### config.mk
export PLATFORM = sky130hd
export DESIGN_NAME = tpl_top
export DESIGN_NICKNAME = d
export VERILOG_FILES = /design/src/tpl_pkg.sv /design/src/tpl_top.sv
export SDC_FILE = /design/constraint.sdc
export NUM_CORES = 1
export LEC_CHECK = 0
export BUFFER_PORTS_ARGS = -buffer_cell sky130_fd_sc_hd__buf_2
export CELL_PAD_IN_SITES_DETAIL_PLACEMENT = 0
export CELL_PAD_IN_SITES_GLOBAL_PLACEMENT = 1
export CORE_MARGIN = 10
export CORE_UTILIZATION = 45
export CTS_BUF_LIST = sky130_fd_sc_hd__clkbuf_4 sky130_fd_sc_hd__clkbuf_8 sky130_fd_sc_hd__clkbuf_16
export CTS_CLUSTER_SIZE = 24
export DETAILED_ROUTE_END_ITERATION = 10
export GPL_TIMING_DRIVEN = 0
export HOLD_SLACK_MARGIN = 0.12
export PLACE_DENSITY = 0.84
export SLEW_MARGIN = 20
export SYNTH_ARGS = -nofsm -noshare
export SYNTH_HDL_FRONTEND = slang
export SYNTH_SLANG_ARGS = --single-unit
### constraint.sdc
create_clock -name ref_clk -period 5.05 [get_ports ref_clk]
set_clock_uncertainty 0.15 [all_clocks]
set_input_delay 0.7575 -clock ref_clk [delete_from_list [all_inputs] [get_ports ref_clk]]
set_output_delay 0.7575 -clock ref_clk [all_outputs]
set_load 0.01 [all_outputs]
### src/tpl_pkg.sv
package tpl_pkg;

    // ****************************************************************
    // Reference divider, programmable divider and receiver constants
    // ****************************************************************
    localparam int REF_DIV_LO = 512;
    localparam int REF_DIV_HI = 1024;
    localparam int REF_CNT_W = 10;
    localparam int RATIO_W = 15;
    localparam logic [14:0] RATIO_RESET = 15'h0100;
    localparam logic [4:0] CHIP_ADDR_PREFIX = 5'h18;
    localparam logic [3:0] ACK_BIT = 4'h8;
    localparam logic [2:0] DATA_BYTES = 3'h4;
    localparam int FUNC_BIT = 7;

    // ****************************************************************
    // Register offsets on the configuration bus
    // ****************************************************************
    localparam logic [11:0] ADDR_STATUS = 12'h000;
    localparam logic [11:0] ADDR_RATIO_A = 12'h004;
    localparam logic [11:0] ADDR_RATIO_B = 12'h008;
    localparam logic [11:0] ADDR_RUN = 12'h00C;

    // ****************************************************************
    // Control byte and band byte layouts
    // ****************************************************************
    typedef struct packed {
        logic pump_current_high;
        logic test_route_en;
        logic comparator_hiz_sel;
        logic ref_ratio_sel_b;
        logic ref_ratio_sel_a;
        logic comparator_normal_sel;
        logic amp_disable;
    } tpl_ctrl_t;

    typedef struct packed {
        logic decoder_force_hi;
        logic decoder_force_lo;
        logic band_buffer_third;
        logic band_buffer_second;
        logic band_buffer_first;
    } tpl_band_t;

    localparam logic [6:0] CTRL_RESET = 7'h42;
    localparam logic [4:0] BAND_RESET = 5'h00;

    typedef enum logic [1:0] {
        DEC_LO = 2'h0,
        DEC_MID = 2'h1,
        DEC_HI = 2'h2,
        DEC_UNDEF = 2'h3
    } tpl_dec_level_t;

    typedef enum logic [1:0] {
        CMP_NORMAL = 2'h0,
        CMP_HIZ = 2'h1,
        CMP_UPPER = 2'h2,
        CMP_LOWER = 2'h3
    } tpl_cmp_mode_t;

    typedef enum logic [1:0] {
        RX_IDLE = 2'h0,
        RX_ADDR = 2'h1,
        RX_DATA = 2'h3,
        RX_SKIP = 2'h2
    } tpl_rx_state_t;

endpackage

### src/tpl_top.sv
// Chosen here: the APB slave port and the register addresses.
`timescale 1ns/1ns
module tpl_top (
    // Clock and reset.
    input wire logic ref_clk,
    input wire logic reset,
    // Configuration bus.
    input wire logic psel,
    input wire logic penable,
    input wire logic pwrite,
    input wire logic [11:0] paddr,
    input wire logic [31:0] pwdata,
    output logic [31:0] prdata,
    output logic pready,
    output logic pslverr,
    // Two-wire serial bus and address strap.
    input wire logic scl_in,
    input wire logic sda_in,
    output logic sda_out,
    output logic sda_oe,
    input wire logic [1:0] chip_addr_sel,
    // Oscillator and prescaled input pins.
    input wire logic osc_in,
    input wire logic rf_div_in,
    // Band buffers, open drain.
    output logic [2:0] band_out,
    output logic [2:0] band_oe,
    // Synthesizer controls.
    output tpl_pkg::tpl_dec_level_t band_decoder_out,
    output tpl_pkg::tpl_cmp_mode_t comparator_mode,
    output logic pump_current_high,
    output logic amp_disable,
    output logic reference_freq,
    output logic divider_out_half
);

    // ****************************************************************
    // Input synchronisers
    // ****************************************************************
    logic [2:0] scl_q;
    logic [2:0] sda_q;
    logic [2:0] osc_q;
    logic [2:0] rf_q;
    logic [1:0] ca_s1_q;
    logic [1:0] ca_s2_q;

    // Two flops per pin; the third stage only keeps the previous level.
    always_ff @(posedge ref_clk)
    begin
        scl_q <= {scl_q[1:0], scl_in};
        sda_q <= {sda_q[1:0], sda_in};
        osc_q <= {osc_q[1:0], osc_in};
        rf_q <= {rf_q[1:0], rf_div_in};
        ca_s1_q <= chip_addr_sel;
        ca_s2_q <= ca_s1_q;
    end

    logic scl_rise;
    logic scl_fall;
    logic start_det;
    logic stop_det;
    logic osc_rise;
    logic rf_rise;

    // Edge and bus condition detection on the settled stages.
    assign scl_rise = scl_q[1] & ~scl_q[2];
    assign scl_fall = ~scl_q[1] & scl_q[2];
    assign start_det = scl_q[1] & scl_q[2] & sda_q[2] & ~sda_q[1];
    assign stop_det = scl_q[1] & scl_q[2] & ~sda_q[2] & sda_q[1];
    assign osc_rise = osc_q[1] & ~osc_q[2];
    assign rf_rise = rf_q[1] & ~rf_q[2];

    // ****************************************************************
    // Serial receiver
    // ****************************************************************
    tpl_pkg::tpl_rx_state_t rx_state_q;
    logic [3:0] bit_cnt_q;
    logic [7:0] shift_q;
    logic [7:0] hold_q;
    logic [2:0] data_cnt_q;
    logic ack_ok;
    logic addr_match;

    // Address is the fixed prefix, the strap bits and a write direction.
    assign addr_match = shift_q == {tpl_pkg::CHIP_ADDR_PREFIX, ca_s2_q, 1'b0};

    // Bytes beyond the fourth get no acknowledge.
    always_comb
    begin
        case (rx_state_q)
            tpl_pkg::RX_ADDR: ack_ok = addr_match;
            tpl_pkg::RX_DATA: ack_ok = data_cnt_q < tpl_pkg::DATA_BYTES;
            default: ack_ok = 1'b0;
        endcase
    end

    // Receiver state, bit counter and byte counter.
    always_ff @(posedge ref_clk)
    begin
        if (reset)
        begin
            rx_state_q <= tpl_pkg::RX_IDLE;
            bit_cnt_q <= 4'h0;
            data_cnt_q <= 3'h0;
            shift_q <= 8'h00;
            hold_q <= 8'h00;
        end
        else if (start_det)
        begin
            rx_state_q <= tpl_pkg::RX_ADDR;
            bit_cnt_q <= 4'h0;
            data_cnt_q <= 3'h0;
        end
        else if (stop_det)
        begin
            rx_state_q <= tpl_pkg::RX_IDLE;
        end
        else if (scl_rise && rx_state_q != tpl_pkg::RX_IDLE)
        begin
            if (bit_cnt_q != tpl_pkg::ACK_BIT)
            begin
                shift_q <= {shift_q[6:0], sda_q[1]};
                bit_cnt_q <= bit_cnt_q + 4'h1;
            end
            else
            begin
                bit_cnt_q <= 4'h0;
                case (rx_state_q)
                    tpl_pkg::RX_ADDR:
                    begin
                        rx_state_q <= addr_match ? tpl_pkg::RX_DATA : tpl_pkg::RX_SKIP;
                    end
                    tpl_pkg::RX_DATA:
                    begin
                        if (data_cnt_q < tpl_pkg::DATA_BYTES)
                        begin
                            data_cnt_q <= data_cnt_q + 3'h1;
                            if (!data_cnt_q[0])
                            begin
                                hold_q <= shift_q;
                            end
                        end
                    end
                    default:
                    begin
                        rx_state_q <= rx_state_q;
                    end
                endcase
            end
        end
    end

    logic pair_done;

    // Second byte of a pair completes at its acknowledge clock.
    assign pair_done = scl_rise && rx_state_q == tpl_pkg::RX_DATA && bit_cnt_q ==
        tpl_pkg::ACK_BIT && data_cnt_q < tpl_pkg::DATA_BYTES && data_cnt_q[0];

    // Acknowledge is driven from the falling edge ending the eighth bit
    // to the falling edge ending the acknowledge clock.
    always_ff @(posedge ref_clk)
    begin
        if (reset || start_det || stop_det)
        begin
            sda_oe <= 1'b0;
        end
        else if (scl_fall)
        begin
            sda_oe <= (bit_cnt_q == tpl_pkg::ACK_BIT) && ack_ok;
        end
    end

    assign sda_out = 1'b0;

    // ****************************************************************
    // Control, band and ratio latches
    // ****************************************************************
    tpl_pkg::tpl_ctrl_t ctrl_q;
    tpl_pkg::tpl_band_t band_q;
    logic [14:0] latch_a_q;
    logic [14:0] latch_b_q;
    logic div_tc;

    // The pair's leading function bit steers the update of whole pairs.
    always_ff @(posedge ref_clk)
    begin
        if (reset)
        begin
            ctrl_q <= tpl_pkg::tpl_ctrl_t'(tpl_pkg::CTRL_RESET);
            band_q <= tpl_pkg::tpl_band_t'(tpl_pkg::BAND_RESET);
            latch_a_q <= tpl_pkg::RATIO_RESET;
        end
        else if (pair_done)
        begin
            if (hold_q[tpl_pkg::FUNC_BIT])
            begin
                ctrl_q <= tpl_pkg::tpl_ctrl_t'(hold_q[6:0]);
                band_q <= {shift_q[7:5], shift_q[3], shift_q[1]};
            end
            else
            begin
                latch_a_q <= {hold_q[6:0], shift_q};
            end
        end
    end

    // Second latch copies on divider reload or any start condition.
    always_ff @(posedge ref_clk)
    begin
        if (reset)
        begin
            latch_b_q <= tpl_pkg::RATIO_RESET;
        end
        else if (div_tc || start_det)
        begin
            latch_b_q <= latch_a_q;
        end
    end

    // ****************************************************************
    // Programmable divider
    // ****************************************************************
    logic [14:0] div_cnt_q;
    logic run_q;

    // Terminal count on the input edge that reaches the end of a period.
    assign div_tc = run_q && rf_rise && div_cnt_q <= 15'h0001;

    // Count down prescaled edges; reload from the second latch at one.
    always_ff @(posedge ref_clk)
    begin
        if (reset)
        begin
            div_cnt_q <= tpl_pkg::RATIO_RESET;
            divider_out_half <= 1'b0;
        end
        else if (div_tc)
        begin
            div_cnt_q <= latch_b_q;
            divider_out_half <= ~divider_out_half;
        end
        else if (run_q && rf_rise)
        begin
            div_cnt_q <= div_cnt_q - 15'h0001;
        end
    end

    // ****************************************************************
    // Reference divider
    // ****************************************************************
    logic [9:0] ref_cnt_q;
    logic [9:0] ref_last;
    logic ref_div_1024;

    assign ref_div_1024 = ctrl_q.ref_ratio_sel_a ^ ctrl_q.ref_ratio_sel_b;
    assign ref_last = ref_div_1024 ? 10'(tpl_pkg::REF_DIV_HI - 1) :
        10'(tpl_pkg::REF_DIV_LO - 1);

    // Oscillator edges wrap at the ratio; the output is high for one edge short of half.
    always_ff @(posedge ref_clk)
    begin
        if (reset)
        begin
            ref_cnt_q <= 10'h000;
            reference_freq <= 1'b0;
        end
        else if (osc_rise)
        begin
            ref_cnt_q <= (ref_cnt_q >= ref_last) ? 10'h000 : ref_cnt_q + 10'h001;
            reference_freq <= ref_cnt_q < (ref_last >> 1);
        end
    end

    // ****************************************************************
    // Outputs
    // ****************************************************************
    function automatic tpl_pkg::tpl_dec_level_t dec_level(tpl_pkg::tpl_band_t b);
        case ({b.decoder_force_hi, b.decoder_force_lo})
            2'h1: dec_level = tpl_pkg::DEC_LO;
            2'h2: dec_level = tpl_pkg::DEC_MID;
            2'h3: dec_level = tpl_pkg::DEC_HI;
            default:
            begin
                case ({b.band_buffer_third, b.band_buffer_first})
                    2'h0: dec_level = tpl_pkg::DEC_MID;
                    2'h1: dec_level = tpl_pkg::DEC_LO;
                    2'h2: dec_level = tpl_pkg::DEC_HI;
                    default: dec_level = tpl_pkg::DEC_UNDEF;
                endcase
            end
        endcase
    endfunction

    assign band_decoder_out = dec_level(band_q);

    // Comparator mode from the normal and high impedance select bits.
    always_comb
    begin
        case ({ctrl_q.comparator_normal_sel, ctrl_q.comparator_hiz_sel})
            2'h2: comparator_mode = tpl_pkg::CMP_NORMAL;
            2'h3: comparator_mode = tpl_pkg::CMP_HIZ;
            2'h0: comparator_mode = tpl_pkg::CMP_UPPER;
            default: comparator_mode = tpl_pkg::CMP_LOWER;
        endcase
    end

    assign pump_current_high = ctrl_q.pump_current_high;
    assign amp_disable = ctrl_q.amp_disable;

    // Buffers pull low when on; test mode gates in the internal clocks.
    assign band_out = 3'h0;
    assign band_oe[0] = band_q.band_buffer_first;
    assign band_oe[1] = band_q.band_buffer_second &
        (~ctrl_q.test_route_en | ~reference_freq);
    assign band_oe[2] = band_q.band_buffer_third &
        (~ctrl_q.test_route_en | ~divider_out_half);

    // ****************************************************************
    // Configuration bus slave
    // ****************************************************************
    logic mapped;

    assign mapped = paddr == tpl_pkg::ADDR_STATUS || paddr == tpl_pkg::ADDR_RATIO_A ||
        paddr == tpl_pkg::ADDR_RATIO_B || paddr == tpl_pkg::ADDR_RUN;
    assign pready = 1'b1;
    assign pslverr = psel & penable & ~mapped;

    // Divider run flag, written by software.
    always_ff @(posedge ref_clk)
    begin
        if (reset)
        begin
            run_q <= 1'b1;
        end
        else if (psel && penable && pwrite && paddr == tpl_pkg::ADDR_RUN)
        begin
            run_q <= pwdata[0];
        end
    end

    // Read data is captured in the setup cycle.
    always_ff @(posedge ref_clk)
    begin
        if (reset)
        begin
            prdata <= 32'h0000_0000;
        end
        else if (psel && !penable)
        begin
            case (paddr)
                tpl_pkg::ADDR_STATUS: prdata <= {15'h0000, rx_state_q, data_cnt_q, band_q,
                    ctrl_q};
                tpl_pkg::ADDR_RATIO_A: prdata <= {17'h0_0000, latch_a_q};
                tpl_pkg::ADDR_RATIO_B: prdata <= {17'h0_0000, latch_b_q};
                tpl_pkg::ADDR_RUN: prdata <= {31'h0000_0000, run_q};
                default: prdata <= 32'h0000_0000;
            endcase
        end
    end

    // ****************************************************************
    // Checks
    // ****************************************************************
    a_ref_wrap: assert property (@(posedge ref_clk) disable iff (reset)
        (ctrl_q.ref_ratio_sel_a == ctrl_q.ref_ratio_sel_b && osc_rise && ref_cnt_q == 10'h1FF)
        |=> ref_cnt_q == 10'h000)
        else $error("Reference count passed 512 with equal ratio bits");
    a_test_route: assert property (@(posedge ref_clk) disable iff (reset)
        (ctrl_q.test_route_en && band_q.band_buffer_second) |-> band_oe[1] == !reference_freq)
        else $error("Reference not routed to second buffer");
    a_band_drive: assert property (@(posedge ref_clk) disable iff (reset)
        !ctrl_q.test_route_en |-> band_oe == {band_q.band_buffer_third,
        band_q.band_buffer_second, band_q.band_buffer_first})
        else $error("Band buffer drive does not follow band bits");
    a_dec_force: assert property (@(posedge ref_clk) disable iff (reset)
        (band_q.decoder_force_lo && !band_q.decoder_force_hi) |-> band_decoder_out ==
        tpl_pkg::DEC_LO)
        else $error("Decoder force low not honoured");
    a_div_reload: assert property (@(posedge ref_clk) disable iff (reset)
        div_tc |=> div_cnt_q == $past(latch_b_q))
        else $error("Divider did not reload from second latch");
    a_start_xfer: assert property (@(posedge ref_clk) disable iff (reset)
        start_det |=> latch_b_q == $past(latch_a_q))
        else $error("Start condition did not transfer ratio");
    a_reset_floor: assert property (@(posedge ref_clk)
        reset |=> latch_a_q == tpl_pkg::RATIO_RESET && rx_state_q == tpl_pkg::RX_IDLE)
        else $error("Power-on ratio or receiver state wrong");
    a_ack_limit: assert property (@(posedge ref_clk) disable iff (reset)
        (scl_fall && rx_state_q == tpl_pkg::RX_DATA && data_cnt_q == tpl_pkg::DATA_BYTES)
        |=> !sda_oe)
        else $error("Acknowledge given past the fourth data byte");
    a_pair_only: assert property (@(posedge ref_clk) disable iff (reset)
        (latch_a_q != $past(latch_a_q)) |-> $past(pair_done) &&
        !$past(hold_q[tpl_pkg::FUNC_BIT]))
        else $error("Ratio latch changed outside a complete pair");

endmodule

# After elaboration in Yosys (flattened, before gate mapping)
# Index checks and enable logic that the tools add are counted.
# Widths: inputs -> output; s select.
# word_totals
reg_bits,144
in_bits,55
out_inout_bits,50
word_cells,140
# op_classes
addsub,4
magnitude_cmp,4
eq_ne,16
muxes,16
n_bitwise,31
n_reduce_logical,36
# op_table
op,n
$pmux 17 s4,1
$mux 15,2
$eq 12x4->1 const B,2
$mux 10,2
$pmux 2 s3,3
$le 15x1->1 const B,1
$not 1->1,15
$sub 15x1->15 const B,1
$and 1x1->1,13
$eq 12x3->1 const B,1
$eq 2x2->1 const B,6
$logic_and 1x1->1,12
$logic_not 12->1,1
$add 10x1->10 const B,1
$ge 10x10->1,1
$lt 10x9->1,1
$eq 8x8->1,1
$reduce_and 7->1,1
$eq 2x1->1 const B,3
$logic_or 1x1->1,6
$mux 1,6
$reduce_and 2->1,3
$reduce_and 3->1,2
$reduce_bool 3->1,2
other kinds (17),20

# Depth between registers and ports, before layout
# Gate-level depths: netlist of the first run.
# depth
word_depth,7
depth_mapped,8
mapped_depth_nobuf,7

# Worst setup path after synthesis of the first run
# Ideal clock, no wire load.
# synth_timing
path_kind,input-to-output
start,input port paddr[11]
end,output port pslverr
t_arrival_ns,1.978
required_time_ns,4.143
slack_ns,2.165
cell_stages,4
path_buffers,1
path_cell_list,or4_4 -> nor4_4 -> buf_2 -> nor2_1
# synth_via
elab_chain_cells,6
word_cells_on_any_way,9
cone_classes,3 x eq/ne; 2 x bitwise; 4 x reduce/logical
# synth_rtl
item,line_no,text
start: declaration,tpl_top.sv:11,"input wire logic [11:0] paddr,"
$eq 12x3->1 or $logic_not 12->1 (tied branches),tpl_top.sv:323,assign mapped = paddr == tpl_pkg::ADDR_STATUS || paddr == tpl_pkg::ADDR_RATIO_A ||
$logic_or 1x1->1 (2 in a row),tpl_top.sv:323,
$logic_or 1x1->1 *,tpl_top.sv:324,paddr == tpl_pkg::ADDR_RATIO_B || paddr == tpl_pkg::ADDR_RUN;
$not 1->1 *,tpl_top.sv:326,assign pslverr = psel & penable & ~mapped;
$and 1x1->1 *,tpl_top.sv:326,
end: declaration,tpl_top.sv:15,"output logic pslverr,"
# Every way passes the cells marked *; elsewhere a longest branch is shown, timed or not.

# Worst setup path in the final report of the first run
# Same ends and word-level chain as after synthesis.

==> out/qor.txt, run 1 <==
Status: completed
CTS max path bufs: 2
Area delta synth->final: 20.8%
Setup Viol. Count Final: 0
Fmax: 305 MHz
Input/output buffers: 51
Worst-path clk slew: 0.05 ns
Netlist cell types: 58
Most common cell after layout, fill and taps aside: dfxtp_1
Die Y-Extent: 133 um
Worst setup SP type: input port
Global-route wire length before repair: 24400 um
DR iter-0 viols: 364
Worst slew margin: 53.0%
Warnings from Yosys: 0
Endpoint class of the critical path: output port
Post-synth EDFFs: 0
Core Region: 12600 um2
Largest net degree at the start of global routing: 17
CP Buf/Inv Count: 3
Clk_lat worst skew: 0.42 ns
Initial antenna violation count: 0
Htree depth: 4
Tightest Pin Transition: 0.705 ns
Hold_ws: 0.174 ns
Share of cells above drive strength 1: 16.8%
Max Cap Viol: 0
Remaining DRCs: 0
Largest delay share family, worst path: simple AND/OR/NAND/NOR gates
Hold buffer count at cts: 0
Crit-path slowest cell: or4_4
Slew Limit Fails: 0
Boundary Pins: 105
# nets final: 791
Main synth FF type: dfxtp_1
Final cycle utilization of the critical path: 64.8%
Worst Setup Slack, final: 1.78 ns
Pre-CTS WS: 1.76 ns
Die Footprint: 17600 um2
Vias in the first global route: 4632
Resized cells post-CTS: 0
Crit Path Category: in2out
Worst endpoint required time: 4.14 ns
Post-route ant nets: 0
Vias: 4824
Async S/R FF share, synth: 0%
Peak supply drop: 0.218 mV
Final RePlAce weighted congestion: 0.853
CP arrival: 2.37 ns
N_diodes: 0
Worst min path class: reg2reg
Post-CTS Repair Setup Buffers: 0
Avg Cell Area, Syn: 8.98 um2
GRT overflow: 0
TritonRoute pass-1 iters: 5
Mapped cell area: 5730 um2
Starting Density: 45.6%
Gr usage total: 17.2%
Post-placement cell count: 879
Post-layout min period: 3.27 ns
Die extent in x: 133 um
Drt total wl: 15000 um
CTS root buf: clkbuf_16
Mapped Cells: 638
Setup TNS: 0 ns
Commonest non-fill, non-tap cells in the layout: dfxtp_1 (129), nor2_1 (90), nand2_1 (73), mux2i_1 (68), buf_2 (56)
Clock buffer count from CTS: 17
Clock tree from TritonCTS: done
Rows: 41
Dpl hpwl: 11200 um
Number of synthesized register bits: 129
Leak Pwr: 0.00276 uW
Design Power: 2560 uW
Max FO, Critical Path: 10
Avg WL per Cell: 16.4 um
CTS Sinks: 129
Seq/Total Area, Yosys: 45.1%
Hold Violations, Final: 0
Power Dens Cells: 369 nW/um2
Vias per inst: 5.30
RSZ-0062 raised after global routing: no
Crit-path max cell delay: 0.53 ns
Final non-filler cell total: 911
Cell mode on critical path: buf_2
Critical-path cell list: buf_2 > or4_4 > nor4_4 > buf_2 > nor2_1 > buf_2
==> layout make-up <==
cell class                      instances  area (um2)
Timing Repair Buffer                   51         255
Tap cell                              172         215
Sequential cell                       129        2580
Inverter                                8        30.0
Buffer                                 51         295
Clock buffer                           23         502
Fill cell                            1132        5650
Multi-Input combinational cell        468        2890
Clock inverter                          9         151
==> metrics by stage <==
stage	instance area, um2	utilization, %
3_5_place_dp	6270	49.9
2_1_floorplan	5800	-
6_report	6920	55.1
3_3_place_gp	6270	49.9
4_1_cts	6920	55.1
5_1_grt	6920	55.1
==> synthesized netlist by cell type (7+ instances only) <==
cell type | number | share of area, %
nand2_1 | 73 | 4.8
mux2i_1 | 68 | 12
clkbuf_1 | 22 | 1.4
nand3_1 | 31 | 2.7
buf_4 | 21 | 2.8
nor2_1 | 90 | 5.9
inv_1 | 8 | 0.52
nor3_1 | 7 | 0.61
o21ai_0 | 31 | 2.7
ha_1 | 10 | 2.2
dfxtp_1 | 129 | 45
a21oi_1 | 37 | 3.2
xnor2_1 | 12 | 1.8
==> layer usage <==
layer / global-route usage (%) / up-vias / part of all wire, %
met1: 21.0 / 2281 / 46
met3: 5.41 / 20 / 6.3
met2: 27.8 / 158 / 47
met4: 5.87 / 0 / 1.6
met5: 0 / - / 0
li1: - / 2365 / -
==> sequential cells by signal, summed over array words and instances (netlist names), 4 cells and up <==
| signal | cells |
|---|---|
| div_cnt_q | 15 |
| bit_cnt_q | 4 |
| band_q | 4 |
| latch_b_q | 15 |
| ref_cnt_q | 10 |
| hold_q | 8 |
| ctrl_q | 5 |
| shift_q | 8 |
| latch_a_q | 15 |
| prdata | 17 |
==> where the power goes <==
| group | leakage, uW | internal (uW) | switching (uW) |
|---|---|---|---|
| Sequential | 0.00105 | 1040 | 20.8 |
| Combinational | 0.00139 | 63.2 | 97.6 |
| Clock | 0.000323 | 895 | 443 |
| Total | 0.00276 | 1990 | 561 |
==> cell families after synthesis <==
| family | Yosys count | synth area share (%) |
|---|---|---|
| AND/OR/NAND/NOR | 255 | 22.1 |
| AO/OA/AOI/OAI | 96 | 9.83 |
| other | 2 | 0.131 |
| adder cells (fa/ha/maj) | 10 | 2.18 |
| XOR/XNOR | 18 | 2.75 |
| multiplexers | 69 | 12.3 |
| buffers and inverters | 59 | 5.68 |
| flip-flops | 129 | 45.1 |
==> worst paths after layout <==
path | from | endpoint | slack [ns] | depth (start not counted)
setup / recovery | paddr[11] | pslverr | 1.78 | 6
hold / removal | osc_q[0] | osc_q[1] | 0.17 | 0
setup reg to reg | bit_cnt_q[0] | latch_a_q[12] | 2.60 | 8
hold reg to reg | osc_q[0] | osc_q[1] | 0.17 | 0
Power figures use the tool's default switching activity.
==> run 2, diff against run 1 <==
--- a/config.mk
+++ b/config.mk
@@ -5,17 +5,18 @@
 export SDC_FILE = /design/constraint.sdc
 export NUM_CORES = 1
 export LEC_CHECK = 0
+export ABC_AREA = 1
 export BUFFER_PORTS_ARGS = -buffer_cell sky130_fd_sc_hd__buf_2
 export CELL_PAD_IN_SITES_DETAIL_PLACEMENT = 0
 export CELL_PAD_IN_SITES_GLOBAL_PLACEMENT = 1
 export CORE_MARGIN = 10
-export CORE_UTILIZATION = 45
+export CORE_UTILIZATION = 37
 export CTS_BUF_LIST = sky130_fd_sc_hd__clkbuf_4 sky130_fd_sc_hd__clkbuf_8 sky130_fd_sc_hd__clkbuf_16
 export CTS_CLUSTER_SIZE = 24
 export DETAILED_ROUTE_END_ITERATION = 10
 export GPL_TIMING_DRIVEN = 0
 export HOLD_SLACK_MARGIN = 0.12
-export PLACE_DENSITY = 0.84
+export PLACE_DENSITY = 0.76
 export SLEW_MARGIN = 20
 export SYNTH_ARGS = -nofsm -noshare
 export SYNTH_HDL_FRONTEND = slang
==> constraint.sdc (replaced) <==
create_clock -name ref_clk -period 2.9 [get_ports ref_clk]
set_clock_uncertainty 0.15 [all_clocks]
set_input_delay 0.435 -clock ref_clk [delete_from_list [all_inputs] [get_ports ref_clk]]
set_output_delay 0.435 -clock ref_clk [all_outputs]
set_load 0.01 [all_outputs]
==> run 2 against run 1 <==
  * Global-route usage is 1.5 points lower
  * Synthesized cell count up 30%
  * Worst hold slack improved by 0.00088 ns
  * Total power up 74%
  * Critical path depth is 1 higher
  * Die area up 25%
  * Register-to-register slack worse by 1.7 ns
  * Clock-buffer cell count fell by 4
  * Highest routed layer unchanged
  * First-iteration DRC count increased by 15%
==> out/qor.txt, run 2 <==
Share of cells above drive strength 1: 19.0% (+2.2 points)
Number of synthesized register bits: 129 (unchanged)
CTS root buf: clkbuf_16
Post-CTS Repair Setup Buffers: 0 (unchanged)
Input/output buffers: 52 (+2.0%)
Die extent in x: 149 um (+12%)
Critical-path cell list: buf_2 > nor2_1 > nand2_1 > nor2_1 > buf_2 > a31oi_1 > buf_2
Leak Pwr: 0.00312 uW (+13%)
Worst min path class: reg2reg
CTS max path bufs: 2 (unchanged)
RSZ-0062 raised after global routing: no
Hold buffer count at cts: 7 (+7)
Max Cap Viol: 0 (unchanged)
GRT overflow: 0 (unchanged)
Worst endpoint required time: 2.32 ns (-1.82 ns)
R2R cell count: 12 (+4)
Post-placement cell count: 1122 (+28%)
Vias in the first global route: 5346 (+15%)
Dpl cell area: 6740 um2 (+7.5%)
DR iter-0 viols: 418 (+15%)
N_diodes: 0 (unchanged)
Endpoint class of the critical path: output port
Crit Path Category: in2out
Initial antenna violation count: 0 (unchanged)
Netlist cell types: 40 (-31%)
Worst-path clk slew: 0.06 ns (about the same)
TritonRoute pass-1 iters: 5 (unchanged)
Tightest Pin Transition: 0.708 ns (+0.00352 ns)
Vias: 5622 (+17%)
Boundary Pins: 105 (unchanged)
Post-synth top cells: nand2_1 (171), dfxtp_1 (129), nand3_1 (104)
Remaining DRCs: 0 (unchanged)
Resized cells post-CTS: 0 (unchanged)
Rows: 47 (+15%)
Warnings from Yosys: 0 (unchanged)
Most common cell after layout, fill and taps aside: nand2_1
Hold Violations, Final: 0 (unchanged)
Die Y-Extent: 149 um (+12%)
Clk_lat worst skew: 0.42 ns (about the same)
Starting Density: 37.4% (-8.2 points)
Biggest register: prdata
Core Region: 16400 um2 (+31%)
Max FFs per register: 17 (unchanged)
Setup TNS: 0 ns (unchanged)
Final cycle utilization of the critical path: 73.0%
Crit-path max cell delay: 0.29 ns (-0.24 ns)
Slew Limit Fails: 0 (unchanged)
Post-synth EDFFs: 0 (unchanged)
Synth area leader: dfxtp_1
Setup Viol. Count Final: 0 (unchanged)
Crit-path slowest cell: buf_2
Mapped Cells: 832 (+30%)
Global-route wire length before repair: 27900 um (+14%)
Area contributors post-synth: dfxtp_1 (42%), nand2_1 (10%), nand3_1 (8.5%)
Final non-filler cell total: 1161 (+27%)
Post-route cell area: 7440 um2 (+7.5%)
Power Dens Cells: 599 nW/um2 (+62%)
# nets final: 993 (+26%)
Drt total wl: 17200 um (+15%)
Mapped cell area: 6130 um2 (+7.1%)
Status: completed
Gr usage total: 15.7% (-1.5 points)
Clock tree from TritonCTS: done
Design Power: 4460 uW (+74%)
Worst setup SP type: input port
Cell mode on critical path: buf_2
WHS Path Cells: 0 (unchanged)
Area taken by flip-flops and latches: 2580 um2 (unchanged)
Vias per inst: 4.84 (-8.6%)
Worst slew margin: 52.8% (-0.23 points)
Commonest non-fill, non-tap cells in the layout: nand2_1 (171), dfxtp_1 (129), nand3_1 (104), a21oi_1 (88), nor2_1 (72)
Avg Cell Area, Syn: 7.37 um2 (-18%)
Fmax: 472 MHz
Synth top area share: 42.1% (-3.0 points)
CP arrival: 1.53 ns (-0.84 ns)
Peak supply drop: 0.394 mV (+81%)
Avg WL per Cell: 14.8 um (-9.6%)
Clock buffer count from CTS: 17 (unchanged)
Post-layout min period: 2.12 ns
Htree depth: 4 (unchanged)
Die Footprint: 22100 um2 (+25%)
Fillers: 1702 (+50%)
Main synth FF type: dfxtp_1
CTS Sinks: 129 (unchanged)
Multi-input gate area: 3010 um2 (+4.2%)
Final RePlAce weighted congestion: 0.903 (+5.8%)
Worst Setup Slack, final: 0.784 ns (-0.992 ns)
Async S/R FF share, synth: 0% (unchanged)
Post-route ant nets: 0 (unchanged)
Area delta synth->final: 21.3%
Largest net degree at the start of global routing: 17 (unchanged)
Pre-CTS WS: 0.663 ns (-1.10 ns)
Max FO, Critical Path: 10 (unchanged)
Seq/Total Area, Yosys: 42.1% (-3.0 points)
Most numerous cell in the Yosys netlist: nand2_1
Dpl hpwl: 13100 um (+17%)
==> run 2: cell count changes after synthesis, moves of 9 or more <==
cell     change
nor2_1      -18
xnor2_1      -9
nand3_1     +73
inv_1       +58
mux2i_1     -68
a21oi_2      +9
o21ai_0     +12
nand2_1     +98
a21oi_1     +51
nand2_2     +16
==> run 2: through the flow <==
step | hold WS [ns] | utilization [%]
floorplan | 0.160 | -
global placement | 0.161 | 41.1
detailed placement | 0.162 | 41.1
CTS | 0.175 | 45.3
global route | 0.181 | 45.3
finish | 0.175 | 45.3
==> run 2: cells by family after synthesis <==
family	after synthesis	share of synthesized area [%]
buffers and inverters	125	9.91
DFF	129	42.1
adders and majority gates	10	2.04
other	2	0.122
and+or+nand+nor	407	31.5
xor gates and xnor gates	7	0.999
AOI/OAI and AO/OA	152	13.3
==> run 2: final cells by class <==
| class | count | share of cell area, % |
|---|---|---|
| clock buffers | 19 | 6.00 |
| multi-input cells | 596 | 40.5 |
| inverters | 72 | 3.65 |
| clock inverters | 13 | 2.49 |
| repair buffers | 59 | 4.44 |
| flip-flops and latches | 129 | 34.7 |
| plain buffers | 53 | 4.52 |
| well taps | 220 | 3.70 |
==> run 2: metal layers <==
metal  routed length [um]  vias to the layer above  track usage [%]
met2                 8160                      111             25.3
met5                    0                        -                0
met1                 8070                     2593             20.3
met3                  779                       23             3.85
li1                     -                     2895                -
met4                  217                        0             4.27
==> run 2: worst paths after layout <==
check                                   from    endpoint  slack [ns]
worst min-delay path              ca_s1_q[0]  ca_s2_q[0]        0.18
worst max-delay path                paddr[5]     pslverr        0.78
worst min register to register    ca_s1_q[0]  ca_s2_q[0]        0.18
worst max register to register  bit_cnt_q[0]   ctrl_q[5]        0.86
==> run 2: report_power, final <==
| part | total, uW | internal (uW) | switching (uW) |
|---|---|---|---|
| combinational | 338 | 118 | 220 |
| clock | 2280 | 1470 | 808 |
| sequential | 1840 | 1810 | 32.8 |
==> run 2: critical path: cells and delay by family <==
family                 cells  cell delay (ns)
buffers and inverters      3             0.53
and+or+nand+nor            3             0.47
AOI/OAI and AO/OA          1             0.10
==> run 3, diff against run 2 <==
==> constraint.sdc (replaced) <==
create_clock -name ref_clk -period 1.9 [get_ports ref_clk]
set_clock_uncertainty 0.15 [all_clocks]
set_input_delay 0.285 -clock ref_clk [delete_from_list [all_inputs] [get_ports ref_clk]]
set_output_delay 0.285 -clock ref_clk [all_outputs]
set_load 0.01 [all_outputs]
==> run 3 against run 2 <==
  * The flow now finishes with violations (negative setup slack)
  * Sequential power up 53%
  * Flip-flop and latch count unchanged
  * Non-clock buffer count up 22
  * Global-route usage up 0.29 points
  * Largest power group unchanged
==> out/qor.txt, run 3 (synthesis gave the netlist of run 2 again) <==
Initial antenna violation count: 0 (unchanged)
Largest delay share family, worst path: simple AND/OR/NAND/NOR gates
CP arrival: 2.03 ns (+0.50 ns)
Vias: 5748 (+2.2%)
Input/output buffers: 52 (unchanged)
Max FFs per register: 17 (unchanged)
Die Y-Extent: 149 um (unchanged)
Htree depth: 4 (unchanged)
Area delta synth->final: 30.2%
Crit Path Category: reg2reg
Share of power burned in the clock network: 50.8% (-0.3 points)
Setup TNS: -0.0102 ns (-0.0102 ns)
DR WL met3: 814 um (+4.5%)
Clk_lat worst skew: 0.42 ns (about the same)
Dpl cell area: 6740 um2 (unchanged)
Worst min path class: reg2reg
CTS root buf: clkbuf_16
Vias per inst: 4.85 (+0.17%)
Drt total wl: 18000 um (+4.7%)
Worst endpoint required time: 2.02 ns (-0.30 ns)
Fmax: 524 MHz
Dpl hpwl: 13100 um (unchanged)
Remaining DRCs: 0 (unchanged)
Hold Violations, Final: 0 (unchanged)
Avg WL per Cell: 15.2 um (+2.6%)
Boundary Pins: 105 (unchanged)
Max Cap Viol: 0 (unchanged)
Failing checks: negative setup slack
Commonest non-fill, non-tap cells in the layout: nand2_1 (149), dfxtp_1 (125), nand3_1 (104), a21oi_1 (70)
DR iter-0 viols: 427 (+2.2%)
Clock buffer count from CTS: 17 (unchanged)
Max FO, Critical Path: 6 (-4)
Starting Density: 37.4% (unchanged)
Hold_ws: 0.175 ns (+0.0000410 ns)
R2r startpoint: bit_cnt_q[1]
Worst setup SP type: flip-flop
Worst Setup Slack, final: -0.0102 ns (-0.794 ns)
RSZ-0062 raised after global routing: yes
Metal2 WL: 8630 um (+5.8%)
Met1 wire length: 8310 um (+3.1%)
Worst slew margin: 54.1% (+1.3 points)
Final RePlAce weighted congestion: 0.903 (unchanged)
Critical-path cell list: inv_2 > ha_4 > nand2_4 > nor2_4 > nand2_2 > nor2_4 > inv_2 > nor2_4 > nand2_4 > buf_8 > nand2_4 > a21oi_2
Post-route cell area: 7990 um2 (+7.3%)
Crit-path slowest cell: dfxtp_2
Seq pwr share: 41.0% (-0.3 points)
CTS max path bufs: 2 (unchanged)
Die extent in x: 149 um (unchanged)
Most common cell after layout, fill and taps aside: nand2_1
Tightest Pin Transition: 0.688 ns (-0.0201 ns)
Core Region: 16400 um2 (unchanged)
TritonRoute pass-1 iters: 5 (unchanged)
Global-route wire length before repair: 28400 um (+1.8%)
Clock tree from TritonCTS: done
Design Power: 6870 uW (+54%)
Cell Int Power: 5210 uW (+53%)
Endpoint class of the critical path: flip-flop
N_diodes: 0 (unchanged)
Worst-path clk slew: 0.06 ns (about the same)
Power Dens Cells: 860 nW/um2 (+43%)
Biggest register: prdata
GRT overflow: 0 (unchanged)
Setup Viol. Count Final: 1 (+1)
Psw: 1660 uW (+56%)
CTS Sinks: 129 (unchanged)
# nets final: 1017 (+2.4%)
CP Launch Point: bit_cnt_q[1]
Vias in the first global route: 5404 (+1.1%)
Share of cells above drive strength 1: 27.0% (+8.0 points)
Post-layout min period: 1.91 ns
Slew Limit Fails: 0 (unchanged)
Comb power frac: 8.2% (+0.6 points)
Hold path start: ca_s1_q[0]
Status: complete, but fails checks
Gr usage total: 15.9% (+0.29 points)
Post-route ant nets: 0 (unchanged)
Leak Pwr: 0.00334 uW (+7.0%)
Rows: 47 (unchanged)
Sw Ratio: 24.1% (+0.31 points)
CP Buf/Inv Count: 3 (unchanged)
Crit-path max cell delay: 0.33 ns (+0.04 ns)
Peak supply drop: 0.628 mV (+59%)
Die Footprint: 22100 um2 (unchanged)
Final cycle utilization of the critical path: 101%
Max Used Layer: met4
Largest net degree at the start of global routing: 17 (unchanged)
==> run 3: cell count changes in the layout (fill, tap and decap cells not counted), moves of 8 or more <==
cell     change
nand2_4     +12
buf_4       +14
nand2_2     +10
nor2_1       -9
a21oi_1     -18
a21oi_2     +18
nand2_1     -22
o21ai_0      -8
==> run 3: timing repair <==
| action | CTS | global route |
|---|---|---|
| endpoints found under the setup margin | 43 | 74 |
| cloned | 1 | 3 |
| pin swaps | 5 | 22 |
| hold buffers | 12 | 0 |
| buffers inserted | 5 | 11 |
| gates resized for setup | 16 | 99 |
| endpoints found under the hold margin | 9 | 0 |
==> run 3: power by group through the flow <==
stage / Clock (uW) / Combinational, uW / Sequential [uW]
after floorplan: 0 / 374 / 2860
after global placement: 0 / 503 / 2870
after detailed placement: 0 / 504 / 2870
after CTS: 3540 / 527 / 2810
after global routing: 3650 / 632 / 2820
final: 3490 / 564 / 2820
==> run 3: path summary, 6_finish.rpt <==
path,end,slack [ns],cells past startpoint
hold reg to reg,ca_s2_q[0],0.18,0
setup / recovery,ctrl_q[5],-0.01,12
hold / removal,ca_s2_q[0],0.18,0
setup reg to reg,ctrl_q[5],-0.01,12
==> run 3: metrics by stage <==
| stage | cells | setup slack, ns | utilization (%) |
|---|---|---|---|
| floorplan | 850 | 0.147 | - |
| global placement | 1122 | -0.194 | 41.1 |
| detailed placement | 1122 | -0.187 | 41.1 |
| CTS | 1171 | -0.0297 | 46.1 |
| global route | 1185 | -0.0918 | 48.7 |
| finish | 1185 | -0.0102 | 48.7 |
==> run 3: per-layer routing <==
layer | GRT usage (%) | vias up
li1 | - | 2940
met5 | 0 | -
met2 | 26.0 | 130
met4 | 4.27 | 0
met3 | 3.85 | 21
met1 | 20.6 | 2657
==> run 3: cell type report <==
| class | instances | area (um2) |
|---|---|---|
| Sequential cell | 129 | 2590 |
| Tap cell | 220 | 275 |
| Buffer | 52 | 354 |
| Multi-Input combinational cell | 597 | 3290 |
| Timing Repair Buffer | 82 | 551 |
| Fill cell | 1659 | 8420 |
| Timing Repair inverter | 1 | 8.76 |
| Inverter | 72 | 283 |
| Clock inverter | 13 | 185 |
| Clock buffer | 19 | 447 |
